$ cat config.mk
export PLATFORM = sky130hd
export DESIGN_NAME = lprtc_top
export DESIGN_NICKNAME = d
export VERILOG_FILES = /design/src/rtl/lprtc_pkg.sv /design/src/rtl/lprtc_top.sv
export SDC_FILE = /design/constraint.sdc
export NUM_CORES = 1
export LEC_CHECK = 0
export BUFFER_PORTS_ARGS = -buffer_cell sky130_fd_sc_hd__buf_2
export CAP_MARGIN = 25
export CORE_ASPECT_RATIO = 2
export CORE_MARGIN = 8
export CORE_UTILIZATION = 55
export DETAILED_ROUTE_END_ITERATION = 16
export PLACE_DENSITY_LB_ADDON = 0.08
export SLEW_MARGIN = 30
export SYNTH_ARGS = -nofsm -noshare
export SYNTH_HDL_FRONTEND = slang
export SYNTH_SLANG_ARGS = --single-unit
$ cat constraint.sdc
create_clock -name ref_clk_i -period 8 [get_ports ref_clk_i]
set_input_delay 0.4 -clock ref_clk_i [delete_from_list [all_inputs] [get_ports ref_clk_i]]
set_output_delay 0.4 -clock ref_clk_i [all_outputs]
set_load 0.005 [all_outputs]
$ cat src/rtl/lprtc_pkg.sv
// package of register map, field positions and constants for the low power rtc counter
package lprtc_pkg;
   localparam int unsigned   ADDR_W          = 16;
   localparam logic [15:0]   OFS_CONTROL     = 16'hf024;
   localparam logic [15:0]   OFS_COUNT       = 16'hf028;
   localparam logic [15:0]   OFS_CMP0        = 16'hf02c;
   localparam logic [15:0]   OFS_CMP1        = 16'hf030;
   localparam logic [15:0]   OFS_CMP2        = 16'hf034;
   localparam logic [15:0]   OFS_FLAGS       = 16'hf038;
   localparam logic [15:0]   OFS_IRQ_STATUS  = 16'hf040;
   localparam logic [15:0]   OFS_IRQ_MASK    = 16'hf044;
   // control field positions
   localparam int unsigned   CTL_RUN         = 0;
   localparam int unsigned   CTL_CLEAR       = 1;
   localparam int unsigned   CTL_PRE_LSB     = 2;
   localparam int unsigned   CTL_PRE_MSB     = 13;
   localparam int unsigned   CTL_TICK_IE     = 14;
   localparam int unsigned   CTL_CMP_IE_LSB  = 15;
   localparam int unsigned   CTL_OVF_IE      = 18;
   localparam int unsigned   CTL_TICK_EE     = 19;
   localparam int unsigned   CTL_CMP_EE_LSB  = 20;
   localparam int unsigned   CTL_OVF_EE      = 23;
   // flag positions: cmp0..2 in 0..2, overflow in 3; status adds tick in 4
   localparam int unsigned   FLG_OVF         = 3;
   localparam int unsigned   FLG_TICK        = 4;
   localparam int unsigned   NUM_CMP         = 3;
   localparam int unsigned   CNT_W           = 24;
   localparam int unsigned   PRE_W           = 12;
   localparam logic [31:0]   MAGIC_WORD      = 32'h05a5a5a5;
   localparam logic [23:0]   NEAR_OVF_VALUE  = 24'hfffff0;
   localparam logic [31:0]   CTL_RESET       = 32'h00000000;
   localparam logic [23:0]   CMP_RESET       = 24'h000000;
   localparam logic [4:0]    IRQ_RESET       = 5'h00;
   // low frequency source and divider from the 200 mhz core clock
   localparam int unsigned   CLK_HZ          = 200000000;
   localparam int unsigned   LF_HZ           = 32768;
   localparam int unsigned   LF_DIV          = CLK_HZ / LF_HZ;
   localparam int unsigned   LF_DIV_W        = 13;
   localparam logic [1:0]    RESP_OKAY       = 2'b00;
   localparam logic [1:0]    RESP_SLVERR     = 2'b10;

   // one status/event vector: cmp[2:0], overflow, tick
   typedef struct packed {
      logic                tick;
      logic                ovf;
      logic [NUM_CMP-1:0]  cmp;
   } lprtc_evt_t;
endpackage

$ cat src/rtl/lprtc_top.sv
// low power rtc counter with axi4-lite register slave
`timescale 1ns/1ps
module lprtc_top
   import lprtc_pkg::*;
(
   input  wire logic               ref_clk_i,
   input  wire logic               nrst_i,
   // axi4-lite slave
   input  wire logic [ADDR_W-1:0]  s_axi_awaddr_i,
   input  wire logic               s_axi_awvalid_i,
   output logic                    s_axi_awready_o,
   input  wire logic [31:0]        s_axi_wdata_i,
   input  wire logic [3:0]         s_axi_wstrb_i,
   input  wire logic               s_axi_wvalid_i,
   output logic                    s_axi_wready_o,
   output logic [1:0]              s_axi_bresp_o,
   output logic                    s_axi_bvalid_o,
   input  wire logic               s_axi_bready_i,
   input  wire logic [ADDR_W-1:0]  s_axi_araddr_i,
   input  wire logic               s_axi_arvalid_i,
   output logic                    s_axi_arready_o,
   output logic [31:0]             s_axi_rdata_o,
   output logic [1:0]              s_axi_rresp_o,
   output logic                    s_axi_rvalid_o,
   input  wire logic               s_axi_rready_i,
   // event pulses, per-source interrupt requests, summary interrupt
   output lprtc_evt_t              evt_o,
   output lprtc_evt_t              irq_req_o,
   output logic                    irq_o
);

   logic [31:0]         ctl_reg;
   logic [CNT_W-1:0]    cnt_reg;
   logic [CNT_W-1:0]    cmp_reg [NUM_CMP];
   logic [3:0]          flag_reg;
   logic [4:0]          irq_stat_reg;
   logic [4:0]          irq_mask_reg;
   logic [LF_DIV_W-1:0] lf_div_reg;
   logic                lf_tick_reg;
   logic [PRE_W-1:0]    pre_cnt_reg;
   logic                adv_reg;
   logic [CNT_W-1:0]    cnt_prev_reg;
   logic                aw_held_reg;
   logic                w_held_reg;
   logic [ADDR_W-1:0]   awaddr_reg;
   logic [31:0]         wdata_reg;
   logic [3:0]          wstrb_reg;
   logic [31:0]         rdata_next;
   logic                rd_hit;
   logic                wr_go;
   logic [31:0]         wmask;
   logic                wr_ctl;
   logic                wr_cnt;
   logic [NUM_CMP-1:0]  wr_cmp;
   logic                wr_stat;
   logic                wr_mask;
   logic                wr_hit;
   logic [31:0]         ctl_wval;
   logic [3:0]          hit_now;
   logic [4:0]          evt_src;

   // how the pieces fit together:
   // the core clock is divided down to a one-cycle strobe near the low frequency rate,
   // so the whole block stays in one clock domain and needs no synchroniser.
   // the price is a small rate error: the divider is an integer, so the strobe period
   // is a whole number of core cycles and drifts slightly against a true slow crystal.
   // the prescaler counts those strobes and raises a one-cycle advance pulse when it
   // reaches the programmed field value, which gives a rate of strobe/(field+1).
   // the advance pulse drives the 24-bit count and is also the tick source.
   // clear and magic load act on the count directly and win over an advance.
   // comparators look at the count every core cycle, not only at advances, so a
   // software load that lands on a compare value is seen as a match as well.
   // the overflow source only looks for all ones followed by zero, so a clear from
   // all ones would also count as a wrap; software that cares should stop first.
   // event pulses are registered and last one core cycle each.
   // sticky status collects every source whether or not its enables are set, so
   // enabling an interrupt later shows events that already happened; clear first.
   // requests are status gated by the control enables, the summary line adds the
   // mask register, so both gates must be open for the line to rise.
   // the register slave answers writes two edges after both halves are in, and
   // reads one edge after the address; it never holds more than one of each.

   // write address and data are taken independently and held until both arrive.
   // a master may offer either half first; the ready of a held half stays low, so
   // a second address cannot overwrite the first before the response is taken.
   // both readies also stay low while the response waits, which keeps one write
   // under way at a time and lets the decode below use the held copies freely.
   assign s_axi_awready_o = !aw_held_reg && !s_axi_bvalid_o;
   assign s_axi_wready_o  = !w_held_reg && !s_axi_bvalid_o;
   assign wr_go           = aw_held_reg && w_held_reg && !s_axi_bvalid_o;

   always_ff @(posedge ref_clk_i) begin
      if (!nrst_i) begin
         aw_held_reg <= 1'b0;
         w_held_reg  <= 1'b0;
         awaddr_reg  <= '0;
         wdata_reg   <= 32'h00000000;
         wstrb_reg   <= 4'h0;
      end else begin
         if (s_axi_awvalid_i && s_axi_awready_o) begin
            aw_held_reg <= 1'b1;
            awaddr_reg  <= s_axi_awaddr_i;
         end else if (wr_go) begin
            aw_held_reg <= 1'b0;
         end
         if (s_axi_wvalid_i && s_axi_wready_o) begin
            w_held_reg <= 1'b1;
            wdata_reg  <= s_axi_wdata_i;
            wstrb_reg  <= s_axi_wstrb_i;
         end else if (wr_go) begin
            w_held_reg <= 1'b0;
         end
      end
   end

   // write decode; low two address bits ignored, word aligned.
   // the flag register is a legal target that ignores the data, so a write to it
   // answers okay rather than slverr; unmapped words answer slverr and change nothing.
   // byte strobes merge into control, compare, status and mask writes, but the count's magic check ignores them, so a
   // partial write to control leaves the other bytes and the enables untouched.
   always_comb begin
      wmask   = {{8{wstrb_reg[3]}}, {8{wstrb_reg[2]}}, {8{wstrb_reg[1]}}, {8{wstrb_reg[0]}}};
      wr_ctl  = wr_go && ({awaddr_reg[ADDR_W-1:2], 2'b00} == OFS_CONTROL);
      wr_cnt  = wr_go && ({awaddr_reg[ADDR_W-1:2], 2'b00} == OFS_COUNT);
      wr_cmp[0] = wr_go && ({awaddr_reg[ADDR_W-1:2], 2'b00} == OFS_CMP0);
      wr_cmp[1] = wr_go && ({awaddr_reg[ADDR_W-1:2], 2'b00} == OFS_CMP1);
      wr_cmp[2] = wr_go && ({awaddr_reg[ADDR_W-1:2], 2'b00} == OFS_CMP2);
      wr_stat = wr_go && ({awaddr_reg[ADDR_W-1:2], 2'b00} == OFS_IRQ_STATUS);
      wr_mask = wr_go && ({awaddr_reg[ADDR_W-1:2], 2'b00} == OFS_IRQ_MASK);
      wr_hit  = wr_ctl || wr_cnt || (|wr_cmp) || wr_stat || wr_mask
                || ({awaddr_reg[ADDR_W-1:2], 2'b00} == OFS_FLAGS);
      ctl_wval = (ctl_reg & ~wmask) | (wdata_reg & wmask);
   end

   // write response: slverr for unmapped addresses
   always_ff @(posedge ref_clk_i) begin
      if (!nrst_i) begin
         s_axi_bvalid_o <= 1'b0;
         s_axi_bresp_o  <= RESP_OKAY;
      end else if (wr_go) begin
         s_axi_bvalid_o <= 1'b1;
         s_axi_bresp_o  <= wr_hit ? RESP_OKAY : RESP_SLVERR;
      end else if (s_axi_bready_i) begin
         s_axi_bvalid_o <= 1'b0;
      end
   end

   // control register; clear bit self-clears one clock after being set
   always_ff @(posedge ref_clk_i) begin
      if (!nrst_i) begin
         ctl_reg <= CTL_RESET;
      end else if (wr_ctl) begin
         ctl_reg <= ctl_wval;
         // prescaler is frozen while running so the divider never sees a torn value
         if (ctl_reg[CTL_RUN]) begin
            ctl_reg[CTL_PRE_MSB:CTL_PRE_LSB] <= ctl_reg[CTL_PRE_MSB:CTL_PRE_LSB];
         end
      end else begin
         ctl_reg[CTL_CLEAR] <= 1'b0;
      end
   end

   // low frequency reference: 200 mhz divided to about 32768 hz, one-cycle strobe.
   // the divider runs free from reset and is not restarted by run, so the first
   // advance after run comes anywhere within one strobe period; software that needs
   // an exact first interval must allow for up to one slow period of latency.
   always_ff @(posedge ref_clk_i) begin
      if (!nrst_i) begin
         lf_div_reg  <= '0;
         lf_tick_reg <= 1'b0;
      end else if (lf_div_reg == LF_DIV_W'(LF_DIV - 1)) begin
         lf_div_reg  <= '0;
         lf_tick_reg <= 1'b1;
      end else begin
         lf_div_reg  <= lf_div_reg + LF_DIV_W'(1);
         lf_tick_reg <= 1'b0;
      end
   end

   // prescaler: advance once per prescaler+1 low frequency periods while running
   always_ff @(posedge ref_clk_i) begin
      if (!nrst_i) begin
         pre_cnt_reg <= '0;
         adv_reg     <= 1'b0;
      end else if (!ctl_reg[CTL_RUN]) begin
         pre_cnt_reg <= '0;
         adv_reg     <= 1'b0;
      end else if (lf_tick_reg) begin
         if (pre_cnt_reg == ctl_reg[CTL_PRE_MSB:CTL_PRE_LSB]) begin
            pre_cnt_reg <= '0;
            adv_reg     <= 1'b1;
         end else begin
            pre_cnt_reg <= pre_cnt_reg + PRE_W'(1);
            adv_reg     <= 1'b0;
         end
      end else begin
         adv_reg <= 1'b0;
      end
   end

   // counter: clear beats magic load, which beats a normal advance.
   // the clear bit is applied on the cycle after the control write, the same cycle
   // in which it reads back as one, and is gone by the cycle after that.
   // the magic load leaves sixteen advances before the wrap, which lets software
   // test its overflow handling without waiting for a full count.
   // the previous count is kept so the comparators and the wrap detector can see
   // a change of value rather than a level.
   always_ff @(posedge ref_clk_i) begin
      if (!nrst_i) begin
         cnt_reg      <= '0;
         cnt_prev_reg <= '0;
      end else begin
         cnt_prev_reg <= cnt_reg;
         if (ctl_reg[CTL_CLEAR]) begin
            cnt_reg <= '0;
         end else if (wr_cnt && wdata_reg == MAGIC_WORD) begin
            cnt_reg <= NEAR_OVF_VALUE;
         end else if (adv_reg) begin
            cnt_reg <= cnt_reg + CNT_W'(1);
         end
      end
   end

   // compare registers, one per comparator
   generate
      for (genvar i = 0; i < NUM_CMP; i++) begin : g_cmp
         always_ff @(posedge ref_clk_i) begin
            if (!nrst_i) begin
               cmp_reg[i] <= CMP_RESET;
            end else if (wr_cmp[i]) begin
               cmp_reg[i] <= (cmp_reg[i] & ~wmask[CNT_W-1:0]) | (wdata_reg[CNT_W-1:0]
                             & wmask[CNT_W-1:0]);
            end
         end
         // match fires on the cycle the count lands on the compare value
         assign hit_now[i] = (cnt_reg == cmp_reg[i]) && (cnt_prev_reg != cnt_reg);
      end
   endgenerate

   // wrap from all ones to zero, by advance or by clear
   assign hit_now[FLG_OVF] = (cnt_prev_reg == {CNT_W{1'b1}}) && (cnt_reg == '0);

   // result flags track the live condition; level while count sits on it
   always_ff @(posedge ref_clk_i) begin
      if (!nrst_i) begin
         flag_reg <= 4'h0;
      end else begin
         for (int j = 0; j < NUM_CMP; j++) begin
            flag_reg[j] <= (cnt_reg == cmp_reg[j]);
         end
         if (hit_now[FLG_OVF]) begin
            flag_reg[FLG_OVF] <= 1'b1;
         end else if (cnt_reg != '0) begin
            flag_reg[FLG_OVF] <= 1'b0;
         end
      end
   end

   // event sources: per-comparator, overflow and tick
   assign evt_src = {adv_reg, hit_now};

   // event outputs pulse one cycle when enabled
   always_ff @(posedge ref_clk_i) begin
      if (!nrst_i) begin
         evt_o <= '0;
      end else begin
         evt_o.cmp  <= hit_now[NUM_CMP-1:0] & ctl_reg[CTL_CMP_EE_LSB +: NUM_CMP];
         evt_o.ovf  <= hit_now[FLG_OVF] & ctl_reg[CTL_OVF_EE];
         evt_o.tick <= adv_reg & ctl_reg[CTL_TICK_EE];
      end
   end

   // sticky status: a new event wins over a write-one clear in the same cycle.
   // losing the clear is harmless, losing the event would drop an interrupt.
   // layout matches the event port: cmp0..2, overflow, tick.
   // the mask register has the same layout and only gates the summary line.
   always_ff @(posedge ref_clk_i) begin
      if (!nrst_i) begin
         irq_stat_reg <= IRQ_RESET;
         irq_mask_reg <= IRQ_RESET;
      end else begin
         irq_stat_reg <= (irq_stat_reg & ~(wr_stat ? wdata_reg[4:0] & wmask[4:0] : 5'h00))
                         | evt_src;
         if (wr_mask) begin
            irq_mask_reg <= (irq_mask_reg & ~wmask[4:0]) | (wdata_reg[4:0] & wmask[4:0]);
         end
      end
   end

   // requests: sticky source flag gated by its control enable
   always_comb begin
      irq_req_o.cmp  = irq_stat_reg[NUM_CMP-1:0] & ctl_reg[CTL_CMP_IE_LSB +: NUM_CMP];
      irq_req_o.ovf  = irq_stat_reg[FLG_OVF] & ctl_reg[CTL_OVF_IE];
      irq_req_o.tick = irq_stat_reg[FLG_TICK] & ctl_reg[CTL_TICK_IE];
   end

   // summary line also needs the mask register bit; both gates must open
   assign irq_o = |(irq_req_o & irq_mask_reg);

   // read mux.
   // decoded from the live address so the data is ready at the accepting edge;
   // reserved upper bits of count and compare words always read as zero.
   // the tick source has no bit in the flag word, it shows only in status.
   always_comb begin
      rd_hit     = 1'b1;
      rdata_next = 32'h00000000;
      case ({s_axi_araddr_i[ADDR_W-1:2], 2'b00})
         OFS_CONTROL:    rdata_next = ctl_reg;
         OFS_COUNT:      rdata_next = {8'h00, cnt_reg};
         OFS_CMP0:       rdata_next = {8'h00, cmp_reg[0]};
         OFS_CMP1:       rdata_next = {8'h00, cmp_reg[1]};
         OFS_CMP2:       rdata_next = {8'h00, cmp_reg[2]};
         OFS_FLAGS:      rdata_next = {28'h0000000, flag_reg};
         OFS_IRQ_STATUS: rdata_next = {27'h0000000, irq_stat_reg};
         OFS_IRQ_MASK:   rdata_next = {27'h0000000, irq_mask_reg};
         default:        rd_hit = 1'b0;
      endcase
   end

   // read channel: one read outstanding, answer one cycle after address
   assign s_axi_arready_o = !s_axi_rvalid_o;

   always_ff @(posedge ref_clk_i) begin
      if (!nrst_i) begin
         s_axi_rvalid_o <= 1'b0;
         s_axi_rdata_o  <= 32'h00000000;
         s_axi_rresp_o  <= RESP_OKAY;
      end else if (s_axi_arvalid_i && s_axi_arready_o) begin
         s_axi_rvalid_o <= 1'b1;
         s_axi_rdata_o  <= rdata_next;
         s_axi_rresp_o  <= rd_hit ? RESP_OKAY : RESP_SLVERR;
      end else if (s_axi_rready_i) begin
         s_axi_rvalid_o <= 1'b0;
      end
   end

endmodule
# ---- Yosys cells after proc, flatten, opt, wreduce, memory -nomap -nowiden
# Memories as Yosys holds them, arrays and structs flattened.
# Cells that the tools add are included.
dict set report op_classes {
  addsub 3
  n_eq_ne 24
  muxes 32
  bitwise_logic 31
  n_reduce_logical 46
}
# operator count
set ops {}
lappend ops {{$pmux W32 S8} 1}
lappend ops {{$eq A14 B14 Y1 const B} 16}
lappend ops {{$mux W24} 5}
lappend ops {{$and A24 B24 Y24} 4}
lappend ops {{$eq A24 B24 Y1} 3}
lappend ops {{$or A24 B24 Y24} 3}
lappend ops {{$and A32 B32 Y32} 2}
lappend ops {{$eq A32 B27 Y1 const B} 1}
lappend ops {{$not A32 Y32} 1}
lappend ops {{$or A32 B32 Y32} 1}
lappend ops {{$add A24 B1 Y24 const B} 1}
lappend ops {{$eq A24 B24 Y1 const B} 1}
lappend ops {{$logic_not A24 Y1} 1}
lappend ops {{$ne A24 B24 Y1} 1}
lappend ops {{$not A24 Y24} 1}
lappend ops {{$reduce_bool A24 Y1} 1}
lappend ops {{$mux W1} 22}
lappend ops {{$and A5 B5 Y5} 4}
lappend ops {{$logic_and A1 B1 Y1} 19}
lappend ops {{$add A13 B1 Y13 const B} 1}
lappend ops {{$eq A13 B13 Y1 const B} 1}
lappend ops {{$add A12 B1 Y12 const B} 1}
lappend ops {{$eq A12 B12 Y1} 1}
lappend ops {{$mux W12} 1}
lappend ops {{other kinds (17)} 43}
dict set report totals {
  reg_bits 218
  mem_bits_rw 72
  wordCells 164
  n_memories 1
}
# name depth word_bits read_ports rd_ports_with_merged_regs write_ports line
set mem_list {}
lappend mem_list {cmp_reg 3 24 3 0 3 lprtc_top.sv:34} ;# logic [CNT_W-1:0] cmp_reg [NUM_CMP];

# ---- Depth between registers and ports, before layout
# Gate-level depths: netlist of run 1.
dict set report logic_depth {
  ltp_word 9
  mapped_depth 8
}

# ---- Worst setup path before layout of run 1
# No wires, ideal clock.
dict set report synth_timing {
  path_type {register to register}
  startpoint {register awaddr_reg[7]}
  endpoint {memory cmp_reg[0][0], enable pin}
  setup_ps 381
  arrival_time_ps 2380
  slack_ps 5239
  path_stages_with_launch 6
  n_path_buf 0
  synth_period_minus_slack_ps 2761
  path_cell_list {dfxtp_1 > or4_4 > or4_4 > nor4b_4 > nand2_1 > nand2_1}
}
# element line
set synth_rtl {}
lappend synth_rtl {{start: declaration} lprtc_top.sv:45} ;# logic [ADDR_W-1:0] awaddr_reg;
lappend synth_rtl {{start signal: assignment} lprtc_top.sv:102} ;# awaddr_reg <= s_axi_awaddr_i;
lappend synth_rtl {{end: declaration} lprtc_top.sv:34}

==> metrics.txt, run 1 <==
worst skew pair latency 0.54 ns; Post-Route Skew 0.01252 ns; setup tns final 0 ns; Yosys reg bits 286; count of flip-flops with a built-in enable after synthesis 72; slew margin rel. 0.3017; max-slew violations 0; initial antenna violation count 0; synthesized netlist cell count 1472; placed instance area 0.01425 mm2; die area 0.03009 mm2; max cap viols 0; die height 237.5 um; HP Class in2reg; Area Growth Syn to Fin 12.58%; Sink Count 286; root buf cell clkbuf_16; first-pass GRT wire length 63.18 mm; Rows 81; clk buf depth 3; PostCTS Resize Cnt 0; final cycle utilization of the critical path 0.4163; Worst Max-Slew Pin Slew 1.040 ns; Final Power 3.064 mW; gr ovfl total 0; vias post-DR 11030; Static Leak 5.789 nW; vias in the first global route 11110; top_reg_cell synth dfxtp_1; top post-synthesis cells by count nand2_1 (227), dfxtp_1 (214), a21oi_1 (134); Netlist cell types 57; DRC 0; All-Layer GR Usage 0.2695; ANT cells 0; Critical Path RT 8.35 ns; top-area cell type share of the netlist area 0.3176; DRT antenna net count 0; FFs w/ async S/R, synth 0; final hold viol count 0; largest net degree at the start of global routing 79; Vias/cell 5.959; detailed placer's ending HPWL 29.62 mm; CP endpoint kind flip-flop; post-synth top area cell dfxtp_1; core box area 0.02432 mm2; I/O pin total 127; H-tree lvl count 1; DR pass1 iterations 7; DRT iter0 DRCs 904; clock-pin transition on the worst setup and hold timing paths 0.07 ns; crit start category flip-flop; pwr/cell area 201.8 mW/mm2; Setup violations, final 0; largest fanout on the critical path 24; CTS tree yes; Arrival @ worst endpoint 3.68 ns; gpl congestion 0.9744; Hold WS 0.03554 ns; count of nets after finishing 1621; RSZ-0062 raised after global routing no; Post-Syn Area 0.01349 mm2; Setup Buffers After CTS 0; worst vdd ir 0.0001818 V; Avg Inst Size Synth 9.163 um2; kind of critical path reg2reg; buffers added on ports 120; Die X-Extent 126.7 um; Final Instance Area 0.01518 mm2; routed wire length per instance 22.14 um; crit path time final 3.330 ns; CTS Buf Count 26; Detailed Route WL 40.96 mm; status finished, final reports clean; Synth Warn # 0; post-synthesis sequential area ratio 0.4779; Post-CTS Hold Buffers 0; share of layout cells above drive strength 1 0.1462; Initial Utilization 0.5545; Max Fclk 300.3 MHz; most common cell in the netlist nand2_1; Area contributors post-synth dfxtp_1 (32%), edfxtp_1 (16%), nand2_1 (6.3%)
-- logic make-up after synthesis --
kind of cell | count (synthesis) | synth area share
flops | 286 | 0.4779
mux | 54 | 0.04054
simple gates | 576 | 0.2159
other cells | 1 | 0.0002780
xor+xnor | 152 | 0.09870
fa+ha+maj | 5 | 0.004638
buf+inv | 117 | 0.03479
compound gates | 281 | 0.1273
-- power breakdown --
part	switching (mW)	total (mW)	internal [mW]
clock	0.560	1.33	0.773
sequential	0.0395	1.55	1.51
combinational	0.112	0.179	0.0665
total	0.712	3.06	2.35
-- cells in the final DEF, fill, tap and decap left out, drive strengths merged, types with 44 or more instances in the layout --
cell | Yosys | routed
o21ai | 64 | 64
mux2i | 49 | 49
nand2b | 75 | 75
dfxtp | 214 | 214
xnor2 | 72 | 72
nand3 | 44 | 44
edfxtp | 72 | 72
a21oi | 154 | 154
buf | 17 | 141
xor2 | 80 | 80
nor2 | 62 | 62
nand2 | 227 | 227
-- area by class of cell --
cell class | instances | area [um2]
Tap cell | 290 | 362.8
Clock inverter | 8 | 72.57
Sequential cell | 286 | 6447
Inverter | 16 | 60.06
Multi-Input combinational cell | 1070 | 6620
Fill cell | 2147 | 9139
Timing Repair Buffer | 141 | 765.7
Clock buffer | 39 | 855.8
-- worst max-delay path, stage by stage (launching register included) --
cell and delay (ns):
dfxtp_1 0.31, or4_4 0.55, or4_4 0.57, nor4b_4 0.51, nand3_2 0.81, a21oi_1 0.37
-- layer usage --
metal,up-vias,share of wire,routed length (um),global-route usage
li1,5275,-,-,-
met1,5228,0.36,14910,0.2898
met2,405,0.51,20880,0.4796
met3,117,0.056,2297,0.03614
met4,0,0.070,2873,0.1843
met5,-,0,0,0
-- path summary, 6_finish.rpt --
path | startpoint | end | slack [ns] | cells past startpoint
setup / recovery | awaddr_reg[7] | cmp_reg[0][1] | 4.67 | 5
hold / removal | s_axi_rready_i | s_axi_rvalid_o | 0.04 | 2
setup reg to reg | awaddr_reg[7] | cmp_reg[0][1] | 4.67 | 5
hold reg to reg | s_axi_rdata_o[21] | s_axi_rdata_o[21] | 0.45 | 2
-- per-stage QoR --
| step | worst slack, ns | cells | util |
|---|---|---|---|
| 3_5_place_dp | 4.375 | 1803 | 0.5860 |
| 6_report | 4.670 | 1850 | 0.6243 |
| 3_3_place_gp | 4.449 | 1802 | 0.5849 |
| 4_1_cts | 4.732 | 1850 | 0.6242 |
| 2_1_floorplan | 5.239 | 1473 | - |
| 5_1_grt | 4.539 | 1850 | 0.6243 |
Note: power is estimated with default switching activity, not from simulation.
==> inputs of run 2 (changes only) <==
--- a/config.mk
+++ b/config.mk
@@ -5,6 +5,7 @@
 export SDC_FILE = /design/constraint.sdc
 export NUM_CORES = 1
 export LEC_CHECK = 0
+export ABC_AREA = 1
 export BUFFER_PORTS_ARGS = -buffer_cell sky130_fd_sc_hd__buf_2
 export CAP_MARGIN = 25
 export CORE_ASPECT_RATIO = 2
==> constraint.sdc (replaced) <==
create_clock -name ref_clk_i -period 3.36 [get_ports ref_clk_i]
set_input_delay 0.168 -clock ref_clk_i [delete_from_list [all_inputs] [get_ports ref_clk_i]]
set_output_delay 0.168 -clock ref_clk_i [all_outputs]
set_load 0.005 [all_outputs]
==> run 2 against run 1 <==
Synthesized cell count is 36% higher. Clock skew is 0.0045 ns higher. Via count is 25% higher. Combinational power grew to 2.9 times the previous value. Non-clock buffer count is 52 higher. Clock-buffer cell count is 1 lower. Clock power is 120% higher. Core utilization is 1.1 points higher. Total power is 130% higher. Synthesized area is 8.3% higher. Flip-flop and latch count stayed put. Global-route usage is 3.3 points higher. Highest routed layer is now met5.
==> metrics.txt, run 2 <==
status finished, final reports clean; count of nets after finishing 2202 (+36%); clock-pin transition on the worst setup and hold timing paths 0.06 ns (about the same); Final Power 7.150 mW (+130%); most frequent cells in the layout nand2_1 (423), nor2_1 (308), dfxtp_1 (214), inv_1 (179), a21oi_1 (172); top post-synthesis cells by count nand2_1 (423), nor2_1 (309), dfxtp_1 (214); first-pass GRT wire length 75.67 mm (+20%); Worst Max-Slew Pin Slew 0.8660 ns (-0.1735 ns); max-slew violations 0 (unchanged); maximum single-stage delay on the critical path 0.63 ns (-0.18 ns); CP endpoint kind flip-flop; core box area 0.02617 mm2 (+7.6%); RSZ-0062 raised after global routing no; post-synthesis sequential area ratio 0.4412 (-0.03671); HP Class in2reg; sequential cell area 0.006446 mm2 (about the same); final hold viol count 0 (unchanged); final cycle utilization of the critical path 0.7066 (+0.2904); Post-Route Skew 0.01703 ns (+0.004509 ns); Static Leak 7.321 nW (+26%); met3 routed WL 3.100 mm (+35%); Post-Syn Area 0.01461 mm2 (+8.3%); Highest Signal Layer met5; PostCTS Resize Cnt 0 (unchanged); routed wire length per instance 19.91 um (-10%); clk buf depth 3 (unchanged); Synth Warn # 0 (unchanged); crit-path leading delay family simple AND/OR/NAND/NOR gates; slew margin rel. 0.4191 (+0.1174); max cap viols 0 (unchanged); most common cell after layout, fill and taps aside nand2_1; met2 wire length 25.00 mm (+20%); worst vdd ir 0.0004485 V (+150%); setup tns final 0 ns (unchanged); Die X-Extent 131.2 um (+3.6%); Rows 84 (+3.7%); count of flip-flops with a built-in enable after synthesis 72 (unchanged); Vias/cell 5.561 (-6.7%); I/O pin total 127 (unchanged); synthesized netlist cell count 2001 (+36%); All-Layer GR Usage 0.3028 (+0.03333); detailed placer's ending HPWL 36.78 mm (+24%); # fillers 2378 (+11%); cell mode on critical path nand2_1; largest net degree at the start of global routing 77 (-2.5%); crit start category flip-flop; DR pass1 iterations 7 (unchanged); Setup violations, final 0 (unchanged); ANT cells 0 (unchanged); gr ovfl total 0 (unchanged); crit path buf inv count 2 (+2); crit path time final 2.374 ns (-0.9558 ns); H-tree lvl count 1 (unchanged); buffers added on ports 120 (unchanged); Non-Filler Instances 2486 (+34%); worst skew pair latency 0.55 ns (about the same); Yosys reg bits 286 (unchanged); crit path cell chain nand2_1 -> nor3_1 -> inv_1 -> nor3_1 -> nand2_1 -> nand2_1 -> nand3_1 -> nand2_1 -> inv_1; CTS tree yes; Max Fclk 421.2 MHz (+40%); die area 0.03235 mm2 (+7.5%); Arrival @ worst endpoint 2.82 ns (-0.86 ns); DRT antenna net count 0 (unchanged); slowest stage cell, crit path dfxtp_1; vias in the first global route 13610 (+23%); Critical Path RT 3.80 ns (-4.55 ns); Sink Count 286 (unchanged); Hold WS 0.1673 ns (+0.1318 ns); pwr/cell area 429.9 mW/mm2 (+110%); M1 wire length 16.36 mm (+9.7%); area of the multi-input gates 0.006852 mm2 (+3.5%); Avg Inst Size Synth 7.301 um2 (-20%); kind of critical path reg2reg; Setup Buffers After CTS 0 (unchanged); vias post-DR 13830 (+25%); top-area cell type share of the netlist area 0.2932 (-0.02440); DRC 0 (unchanged); gpl congestion 1.006 (+3.2%); post-synth top area cell dfxtp_1; largest fanout on the critical path 9 (-63%); Netlist cell types 49 (-14%); initial antenna violation count 1 (+1); top_reg_cell synth dfxtp_1; most common cell in the netlist nand2_1; Area contributors post-synth dfxtp_1 (29%), edfxtp_1 (15%), nand2_1 (11%); DP Cell Count 2386 (+32%); Initial Utilization 0.5583 (+0.003754); CTS Buf Count 26 (unchanged); Detailed Route WL 49.50 mm (+21%); DRT iter0 DRCs 852 (-5.8%); Area Growth Syn to Fin 13.82%; die height 246.5 um (+3.8%); share of layout cells above drive strength 1 0.1162 (-0.02991); root buf cell clkbuf_16; FFs w/ async S/R, synth 0 (unchanged)
run 2: cell count changes after synthesis, sizes merged, moves of 48 or more:
| cell | change |
|---|---|
| nand3 | +134 |
| nor2 | +266 |
| mux2i | -48 |
| buf | +49 |
| nand2 | +207 |
| clkbuf | -49 |
| nand2b | -74 |
| inv | +178 |
run 2: layer usage:
metal  up-vias  track usage
met4         2       0.2888
met2       552       0.5410
met1      6344       0.2906
li1       6723            -
met3       204      0.05039
met5         -            0
run 2: through the flow:
stage	instance area, um2	utilization	worst slack, ns
2_1_floorplan	14610	-	0.4702
3_3_place_gp	15290	0.5842	1.133
3_5_place_dp	15290	0.5842	1.098
4_1_cts	16630	0.6354	1.140
5_1_grt	16630	0.6354	0.8563
6_report	16630	0.6354	0.9857
run 2: worst min-delay path, cell delays in order:
cell	delay, ns
buf_2	0.07
nand2_1	0.04
buf_4	0.23
nand2_1	0.09
a21oi_1	0.05
run 2: path summary, 6_finish.rpt:
| kind | start | end | slack, ns | depth (start not counted) |
|---|---|---|---|---|
| max | cnt_reg[6] | cnt_reg[23] | 0.99 | 9 |
| min | s_axi_arvalid_i | s_axi_rdata_o[12] | 0.17 | 5 |
| max reg2reg | cnt_reg[6] | cnt_reg[23] | 0.99 | 9 |
| min reg2reg | flip-flop | flip-flop | 0.44 | 2 |
run 2: final cells by class:
cell class	count	area share
Timing Repair Buffer	193	0.07990
Tap cell	344	0.02588
Sequential cell	286	0.3876
Clock inverter	10	0.003085
Multi-Input combinational cell	1417	0.4120
Clock buffer	38	0.04627
Inverter	198	0.04522
run 2: kinds of logic (layout without fill, tap and decap cells):
group / Yosys count / after routing / synth area share
AND/OR/NAND/NOR: 1023 / 1023 / 0.3032
adder cells (fa/ha/maj): 5 / 5 / 0.004282
flip-flops: 286 / 286 / 0.4412
other: 1 / 2 / 0.0002567
XOR/XNOR: 76 / 76 / 0.04556
buffers and inverters: 299 / 439 / 0.09086
AO/OA/AOI/OAI: 310 / 310 / 0.1139
multiplexers: 1 / 1 / 0.0006851
run 2: report_power, final:
part           switching (mW)  total (mW)  leakage (nW)  internal (mW)
Combinational           0.335       0.524          4.43          0.189
Sequential              0.101        3.72          2.48           3.62
Clock                    1.31        2.91         0.411           1.59
run 2: what timing repair did:
item                                    CTS  global route
endpoints found under the setup margin    0             0
hold buffers                             52             0
hold endpoints to repair                 52             0
